==> src/shared/tbpwm_pkg.sv <==
/*
 Constants for the timer based PWM channel: register offsets, field
 positions, reset values and widths.
 Assumes a 32-bit APB slave with one register per aligned word.
*/
package tbpwm_pkg;
    localparam int          DUTY_W        = 10;
    localparam int          REG_W         = 8;
    localparam int          PHASE_W       = 2;
    localparam logic [7:0]  OFS_CONTROL   = 8'h00;
    localparam logic [7:0]  OFS_DUTY_UP   = 8'h04;
    localparam logic [7:0]  OFS_DUTY_LO   = 8'h08;
    localparam logic [7:0]  OFS_PIN_DIR   = 8'h0C;
    localparam int          BIT_ENABLE    = 7;
    localparam int          BIT_LEVEL     = 5;
    localparam int          BIT_INVERT    = 4;
    localparam int          BIT_PIN_INPUT = 0;
    localparam int          DUTY_LO_MSB   = 7;
    localparam int          DUTY_LO_LSB   = 6;
    localparam logic [7:0]  CONTROL_RST   = 8'h00;
    localparam logic        PIN_INPUT_RST = 1'b1;
    localparam logic [31:0] RDATA_ZERO    = 32'h00000000;
    localparam logic [9:0]  DUTY_ZERO     = 10'h000;
endpackage : tbpwm_pkg

==> src/design/tbpwm_core.sv <==
/*
 Compare and output stage of the PWM channel: duty buffer, set at
 rollover, clear on duty match, polarity applied last.
 Assumes the base timer count, its prescale phase and the rollover
 pulse come from logic on the same clock.
*/
`timescale 1ns/1ps
module tbpwm_core #(
    parameter int DUTY_BITS = tbpwm_pkg::DUTY_W
) (
    input  wire logic                 pclk,
    input  wire logic                 presetn,
    input  wire logic                 enable,
    input  wire logic                 invert,
    input  wire logic                 sleep,
    input  wire logic                 rollover,
    input  wire logic [DUTY_BITS-1:0] count10,
    input  wire logic [DUTY_BITS-1:0] duty_next,
    output logic                      level_r
);
    logic [DUTY_BITS-1:0] duty_active_r;
    logic                 raw_r;
    logic                 raw_nxt;

    // Compare width is fixed by the upper/lower register pair
    if (DUTY_BITS != tbpwm_pkg::DUTY_W) begin : g_width_check
        $error("tbpwm_core: duty width must match the register pair");
    end

    // Buffer keeps its value over every reset; only a rollover loads it
    always_ff @(posedge pclk) begin
        if (rollover && !sleep) begin
            duty_active_r <= duty_next;
        end
    end

    always_comb begin
        raw_nxt = raw_r;
        if (!enable) begin
            raw_nxt = 1'b0;
        end else if (sleep) begin
            raw_nxt = raw_r;
        end else if (rollover) begin
            raw_nxt = (duty_next != tbpwm_pkg::DUTY_ZERO);
        end else if (count10 == duty_active_r) begin
            raw_nxt = 1'b0;
        end
    end

    always_ff @(posedge pclk or negedge presetn) begin
        if (!presetn) begin
            raw_r <= 1'b0;
        end else begin
            raw_r <= raw_nxt;
        end
    end

    // Polarity after the compare, so readback matches the pin
    always_ff @(posedge pclk or negedge presetn) begin
        if (!presetn) begin
            level_r <= 1'b0;
        end else begin
            level_r <= raw_nxt ^ invert;
        end
    end

    a_disabled_idle: assert property (@(posedge pclk) disable iff (!presetn)
        !enable |=> (raw_r == 1'b0))
        else $error("raw output active while disabled");

    a_polarity_follows: assert property (@(posedge pclk) disable iff (!presetn)
        1'b1 |=> (level_r == (raw_r ^ $past(invert))))
        else $error("level does not equal raw output xor polarity");

    a_sleep_holds: assert property (@(posedge pclk) disable iff (!presetn)
        (sleep && enable && $past(enable)) |=> $stable(raw_r))
        else $error("output changed during sleep");

    a_zero_duty_low: assert property (@(posedge pclk) disable iff (!presetn)
        (rollover && !sleep && duty_next == tbpwm_pkg::DUTY_ZERO) |=> !raw_r)
        else $error("zero duty produced an active period start");

    a_rollover_sets: assert property (@(posedge pclk) disable iff (!presetn)
        (rollover && !sleep && enable && duty_next != tbpwm_pkg::DUTY_ZERO) |=> raw_r)
        else $error("output not set at rollover");

    a_match_clears: assert property (@(posedge pclk) disable iff (!presetn)
        (!rollover && !sleep && count10 == duty_active_r) |=> !raw_r)
        else $error("output not cleared on duty match");

    a_buffer_loads: assert property (@(posedge pclk) disable iff (!presetn)
        (!rollover || sleep) |=> $stable(duty_active_r))
        else $error("duty buffer changed outside rollover");
endmodule : tbpwm_core

==> src/design/tbpwm_channel.sv <==
/*
 Timer based PWM channel: APB register slave, pin direction control
 and the compare stage. The base timer lives outside.
 Assumes base_timer_count, base_timer_phase and base_timer_rollover
 are driven by the base timer on pclk; rollover is high for the one
 cycle in which the count equals the period limit and the next
 increment clears it.
*/
// How it works
// - Time base runs on pclk; clock changes scale the PWM frequency.
// - Any reset makes the pin an input and resets the control register.
// - Control bit 7 enables the channel when one, disables when zero.
// - Control bit 5 reads the present output level; writes ignored.
// - Control bit 4 set gives an active low output, clear active high.
// - Duty upper register holds the eight high duty bits, read/write.
// - Duty lower bits 7:6 hold low duty bits; bits 5:0 read zero.
// - Control resets to zero; duty registers keep value over resets.
// - Set at timer clear, clear when count equals buffered duty.
// - Duty registers copy into the compare buffer only at period match.
// - Zero duty keeps the output inactive for the whole period.
// - During sleep nothing advances and the output level is held unless control is rewritten.
`timescale 1ns/1ps
module tbpwm_channel #(
    parameter int ADDR_W = 8
) (
    input  wire logic              pclk,
    input  wire logic              presetn,
    input  wire logic              psel,
    input  wire logic              penable,
    input  wire logic              pwrite,
    input  wire logic [ADDR_W-1:0] paddr,
    input  wire logic [31:0]       pwdata,
    output logic      [31:0]       prdata,
    output logic                   pready,
    output logic                   pslverr,
    input  wire logic [7:0]        base_timer_count,
    input  wire logic [1:0]        base_timer_phase,
    input  wire logic              base_timer_rollover,
    input  wire logic              sleep,
    output logic                   pwm_level,
    output logic                   pin_out,
    output logic                   pin_oe
);
    logic [7:0]  duty_upper_r;
    logic [1:0]  duty_lower_r;
    logic        channel_enable_r;
    logic        output_invert_r;
    logic        pin_input_r;
    logic        level_r;
    logic [31:0] prdata_r;
    logic [31:0] rdata_nxt;
    logic        pready_r;
    logic        pslverr_r;
    logic        bad_nxt;
    logic        setup;
    logic        wr_take;
    logic [7:0]  ofs;

    // Decoder reads the low eight address bits
    if (ADDR_W < 8) begin : g_addr_check
        $error("tbpwm_channel: address must reach the register map");
    end

    assign setup   = psel && !penable;
    assign wr_take = psel && penable && pready_r && pwrite && !pslverr_r;
    assign ofs     = paddr[7:0];

    always_comb begin
        rdata_nxt = tbpwm_pkg::RDATA_ZERO;
        bad_nxt   = 1'b0;
        case (ofs)
            tbpwm_pkg::OFS_CONTROL: begin
                rdata_nxt[tbpwm_pkg::BIT_ENABLE] = channel_enable_r;
                rdata_nxt[tbpwm_pkg::BIT_LEVEL]  = level_r;
                rdata_nxt[tbpwm_pkg::BIT_INVERT] = output_invert_r;
            end
            tbpwm_pkg::OFS_DUTY_UP: begin
                rdata_nxt[7:0] = duty_upper_r;
            end
            tbpwm_pkg::OFS_DUTY_LO: begin
                rdata_nxt[tbpwm_pkg::DUTY_LO_MSB:tbpwm_pkg::DUTY_LO_LSB] = duty_lower_r;
            end
            tbpwm_pkg::OFS_PIN_DIR: begin
                rdata_nxt[tbpwm_pkg::BIT_PIN_INPUT] = pin_input_r;
            end
            default: begin
                bad_nxt = 1'b1;
            end
        endcase
    end

    // One access cycle answer: data captured in setup, ready in access
    always_ff @(posedge pclk or negedge presetn) begin
        if (!presetn) begin
            pready_r  <= 1'b0;
            pslverr_r <= 1'b0;
            prdata_r  <= tbpwm_pkg::RDATA_ZERO;
        end else begin
            pready_r  <= setup;
            pslverr_r <= setup && bad_nxt;
            if (setup && !pwrite) begin
                prdata_r <= rdata_nxt;
            end else if (!setup) begin
                prdata_r <= tbpwm_pkg::RDATA_ZERO;
            end
        end
    end

    always_ff @(posedge pclk or negedge presetn) begin
        if (!presetn) begin
            channel_enable_r <= tbpwm_pkg::CONTROL_RST[tbpwm_pkg::BIT_ENABLE];
            output_invert_r  <= tbpwm_pkg::CONTROL_RST[tbpwm_pkg::BIT_INVERT];
        end else if (wr_take && ofs == tbpwm_pkg::OFS_CONTROL) begin
            channel_enable_r <= pwdata[tbpwm_pkg::BIT_ENABLE];
            output_invert_r  <= pwdata[tbpwm_pkg::BIT_INVERT];
        end
    end

    // Duty holds over every reset, so it has no reset branch
    always_ff @(posedge pclk) begin
        if (wr_take && ofs == tbpwm_pkg::OFS_DUTY_UP) begin
            duty_upper_r <= pwdata[7:0];
        end
        if (wr_take && ofs == tbpwm_pkg::OFS_DUTY_LO) begin
            duty_lower_r <= pwdata[tbpwm_pkg::DUTY_LO_MSB:tbpwm_pkg::DUTY_LO_LSB];
        end
    end

    always_ff @(posedge pclk or negedge presetn) begin
        if (!presetn) begin
            pin_input_r <= tbpwm_pkg::PIN_INPUT_RST;
        end else if (wr_take && ofs == tbpwm_pkg::OFS_PIN_DIR) begin
            pin_input_r <= pwdata[tbpwm_pkg::BIT_PIN_INPUT];
        end
    end

    // Timer count and prescale phase form the pclk-derived 10-bit base
    tbpwm_core #(
        .DUTY_BITS (tbpwm_pkg::DUTY_W)
    ) u_core (
        .pclk      (pclk),
        .presetn   (presetn),
        .enable    (channel_enable_r),
        .invert    (output_invert_r),
        .sleep     (sleep),
        .rollover  (base_timer_rollover),
        .count10   ({base_timer_count, base_timer_phase}),
        .duty_next ({duty_upper_r, duty_lower_r}),
        .level_r   (level_r)
    );

    always_ff @(posedge pclk or negedge presetn) begin
        if (!presetn) begin
            pwm_level <= 1'b0;
            pin_out   <= 1'b0;
            pin_oe    <= 1'b0;
        end else begin
            pwm_level <= level_r;
            pin_out   <= level_r;
            pin_oe    <= !pin_input_r;
        end
    end

    assign prdata  = prdata_r;
    assign pready  = pready_r;
    assign pslverr = pslverr_r;

    a_pin_follows_level: assert property (@(posedge pclk) disable iff (!presetn)
        1'b1 |=> (pin_out == $past(level_r) && pwm_level == $past(level_r)))
        else $error("pin does not follow the channel level");

    a_pin_dir_drive: assert property (@(posedge pclk) disable iff (!presetn)
        pin_input_r |=> !pin_oe)
        else $error("pin driven while direction is input");

    a_enable_write: assert property (@(posedge pclk) disable iff (!presetn)
        (wr_take && ofs == tbpwm_pkg::OFS_CONTROL)
        |=> (channel_enable_r == $past(pwdata[tbpwm_pkg::BIT_ENABLE])))
        else $error("enable bit did not take the written value");

    a_level_readback: assert property (@(posedge pclk) disable iff (!presetn)
        (setup && !pwrite && ofs == tbpwm_pkg::OFS_CONTROL)
        |=> (prdata_r[tbpwm_pkg::BIT_LEVEL] == $past(level_r)))
        else $error("level readback wrong");

    a_low_duty_zeros: assert property (@(posedge pclk) disable iff (!presetn)
        (setup && !pwrite && ofs == tbpwm_pkg::OFS_DUTY_LO) |=> (prdata_r[5:0] == 6'h00))
        else $error("unimplemented duty bits read nonzero");

    a_ready_one_cycle: assert property (@(posedge pclk) disable iff (!presetn)
        setup |=> (pready_r ##1 !pready_r))
        else $error("ready not a single access cycle");
endmodule : tbpwm_channel

==> config.mk <==
export PLATFORM = sky130hd
export DESIGN_NAME = tbpwm_channel
export DESIGN_NICKNAME = d
export VERILOG_FILES = /design/src/shared/tbpwm_pkg.sv /design/src/design/tbpwm_core.sv /design/src/design/tbpwm_channel.sv
export SDC_FILE = /design/constraint.sdc
export NUM_CORES = 1
export LEC_CHECK = 0
export BUFFER_PORTS_ARGS = -buffer_cell sky130_fd_sc_hd__buf_2
export CORE_MARGIN = 2
export CORE_UTILIZATION = 45
export CTS_CLUSTER_DIAMETER = 80
export CTS_CLUSTER_SIZE = 25
export DETAILED_ROUTE_END_ITERATION = 12
export PLACE_DENSITY = 0.81
export SETUP_SLACK_MARGIN = 0.15
export SYNTH_ARGS = -nofsm -noshare
export SYNTH_HDL_FRONTEND = slang
export SYNTH_HIERARCHICAL = 1
export SYNTH_SLANG_ARGS = --single-unit
==> constraint.sdc <==
create_clock -name pclk -period 2.3 [get_ports pclk]
set_input_delay 0.46 -clock pclk [delete_from_list [all_inputs] [get_ports pclk]]
set_output_delay 0.46 -clock pclk [all_outputs]
set_load 0.05 [all_outputs]
==> results.sh <==
export IMPL_finalCriticalPeriod_ps=1920
export IMPL_synthFlopType="edfxtp_1"
export IMPL_crit_chain="xor2_1, or4_4, o311a_1, or3_1"
export IMPL_initial_utilization_pct=46.4
export IMPL_drt_pass1_iter_count=4
export IMPL_post_cts_repair_setup_buffers=0
export IMPL_nets=261
export IMPL_synth_xor_area_share_pct=4.76
export IMPL_worstSetupPathType="reg -> reg"
export IMPL_ctsHtreeMaxLevel=2
export IMPL_critical_path_buf_inv_count=0
export IMPL_synth_most_common_cell="buf_4"
export IMPL_startpoint_type="flip-flop"
export IMPL_grt_max_degree=18
export IMPL_finalCritPeriodShare_pct=83.7
export IMPL_max_cap_violations=0
export IMPL_crit_required_ps=2450
export IMPL_grt_overflow_total=0
export IMPL_grt_pass1_wl_um=5690
export IMPL_synthToLayoutAreaGrowth_pct=15.4
export IMPL_crit_fanout=3
export IMPL_synth_area_top_cells="edfxtp_1 33%, dfrtp_1 22%, buf_4 10%"
export IMPL_cts_resized=0
export IMPL_ys_ff_latch=37
export IMPL_end_kind="flip-flop"
export IMPL_synth_top_family_by_area="simple AND/OR/NAND/NOR gates"
export IMPL_yosysTopAreaCell="edfxtp_1"
export IMPL_worstSkewPairLatency_ps=280
export IMPL_drt_vias_per_instance=4.88
export IMPL_num_vias=1245
export IMPL_numClockSinks=37
export IMPL_p_comb_share_pct=14.3
export IMPL_dp_slack_ps=236
export IMPL_die_w_um=68.0
export IMPL_drive_gt1_share_pct=32.2
export IMPL_yosys_area_share_simple_pct=17.9
export IMPL_ctsHoldBuffers=0
export IMPL_cts_buffer_depth=2
export IMPL_internal_power_uw=960
export IMPL_drc=0
export IMPL_syn_area_mm2=0.00184
export IMPL_synth_mux_area_share_pct=4.21
export IMPL_crit_arrival_ps=2070
export IMPL_critPathTopFamily="simple AND/OR/NAND/NOR gates"
export IMPL_clk_pin_slew_ps=70
export IMPL_cpPeakStageDelay_ps=520
export IMPL_drtAntennaViolNets=0
export IMPL_io_buffers=45
export IMPL_syn_inst=153
export IMPL_numCtsBuffers=5
export IMPL_crit_path_top_delay_cell="or4_4"
export IMPL_synth_compound_area_share_pct=5.30
export IMPL_seq_power_share_pct=54.0
export IMPL_finalSetupViolCount=0
export IMPL_avgSynthCellArea_um2=12.0
export IMPL_grt_usage_pct=16.9
export IMPL_cts_tree="built"
export IMPL_drt_total_wl_um=3480
export IMPL_finalHoldViolations=0
export IMPL_synthTopCellsByCount="25 x buf_4, 20 x edfxtp_1, 16 x dfrtp_1"
export IMPL_p_leak_nw=0.919
export IMPL_gp_congestion=0.794
export IMPL_async_flop_share_pct=45.9
export IMPL_synth_edf_count=20
export IMPL_ios=94
export IMPL_fmax_mhz=520
export IMPL_slew_viol_final=0
export IMPL_finalSetupTns_ps=0
export IMPL_rsz0062_at_grt="false"
export IMPL_hp_class="in -> async"
export IMPL_first_global_vias=1155
export IMPL_yosysTopAreaCellShare_pct=32.6
export IMPL_yosys_area_share_adder_pct=0
export IMPL_p_switching_uw=357
export IMPL_ys_types=39
export IMPL_power_share_clock_pct=31.7
export IMPL_drt_initial_drc_count=49
export IMPL_cts_root_buf="clkbuf_8"
export IMPL_clock_skew_ps=3.53
export IMPL_wl_per_cell_um=13.6
export IMPL_status="finished, final reports clean"
export IMPL_dp_hpwl_um=2660
export IMPL_yosysWarnings=6
export IMPL_synth_seq_area_share_pct=55.8
export IMPL_antenna_found_initial=0
export IMPL_fin_util_pct=53.5
export IMPL_power_density_mw_per_mm2=620
export IMPL_insertedDiodeCount=0
export IMPL_p_sw_share_pct=27.1
export IMPL_die_h_um=68.0
export IMPL_die_area_mm2=0.00462
export IMPL_rows=23
export IMPL_fp_coreArea_mm2=0.00397
export IMPL_peakVddDrop_v=0.000367
export IMPL_finalWorstSetupSlack_ps=376
==> area by class of cell <==
| cell class | instances | area [µm²] |
|---|---|---|
| Clock buffer | 6 | 72.6 |
| Clock inverter | 2 | 10.0 |
| Fill cell | 362 | 1850 |
| Inverter | 6 | 22.5 |
| Multi-Input combinational cell | 106 | 682 |
| Sequential cell | 37 | 1030 |
| Tap cell | 50 | 62.6 |
| Timing Repair Buffer | 48 | 248 |
==> metal layers <==
metal	track usage [%]	vias to the layer above	part of all wire [%]	routed length (µm)
met4	5.25	0	0.37	13
met2	26.8	65	48	1660
met5	0	-	0	0
li1	-	607	-	-
met1	23.4	571	44	1530
met3	3.62	2	8.0	278
==> cells by family (layout without fill, tap and decap cells) <==
kind of cell | Yosys count | in the layout
muxes | 7 | 7
AOI/OAI and AO/OA | 15 | 15
other | 1 | 24
buffers and inverters | 33 | 62
xor gates and xnor gates | 10 | 10
DFF | 37 | 37
and+or+nand+nor | 50 | 50
==> power groups by stage <==
stage	combinational, mW	clock [mW]	sequential [mW]
2_1_floorplan	0.160	0	0.730
3_3_place_gp	0.187	0	0.724
3_5_place_dp	0.188	0	0.724
4_1_cts	0.188	0.429	0.711
5_1_grt	0.203	0.456	0.711
6_report	0.188	0.418	0.711
==> placed cells by master (no fill, tap or decap), types with 3 or more instances in the layout <==
master     n
a21oi_1    5
buf_2     45
buf_4      3
clkbuf_8   5
conb_1    24
dfrtp_1   16
edfxtp_1  20
inv_1      5
mux2_2     6
nand2_1    4
nand2b_1   4
nand3_1    8
nand3b_1   3
nand4_1    7
nor2_1     4
nor2b_1    5
nor4_1     4
o21ai_0    3
xnor2_1    7
xor2_1     3
==> worst reg2reg max path: stages, from the launching register on <==
cell and delay [ps]:
edfxtp_1 380, xor2_1 170, or4_4 520, o311a_1 340
or3_1 390
==> final timing paths <==
path | from | end | slack [ps] | depth (start not counted)
max reg2reg | u_core/duty_active_r[1] | u_core/level_r | 380 | 4
min in group pclk | pwdata[3] | duty_upper_r[3] | 350 | 1
max in group asynchronous | presetn | pin_input_r | 1860 | 1
min reg2reg | u_core/level_r | pin_out | 420 | 0
max | u_core/duty_active_r[1] | u_core/level_r | 380 | 4
min | presetn | prdata[5] | 110 | 1
==> registers in the layout, indices dropped and copies added, names as in the netlist <==
register	cells
pin_input_r	1
channel_enable_r	1
prdata	8
duty_upper_r	8
output_invert_r	1
pslverr	1
u_core/raw_r	1
pin_out	1
u_core/duty_active_r	10
duty_lower_r	2
u_core/level_r	1
pin_oe	1
pready	1
==> per-stage QoR <==
step	instances	total power, mW	instance area [µm²]	hold slack, ps
finish	255	1.32	2120	106
global placement	247	0.910	2040	371
global route	255	1.37	2120	122
floorplan	176	0.890	1930	164
CTS	255	1.33	2120	106
detailed placement	247	0.912	2040	381
Power figures use the tool's default switching activity.
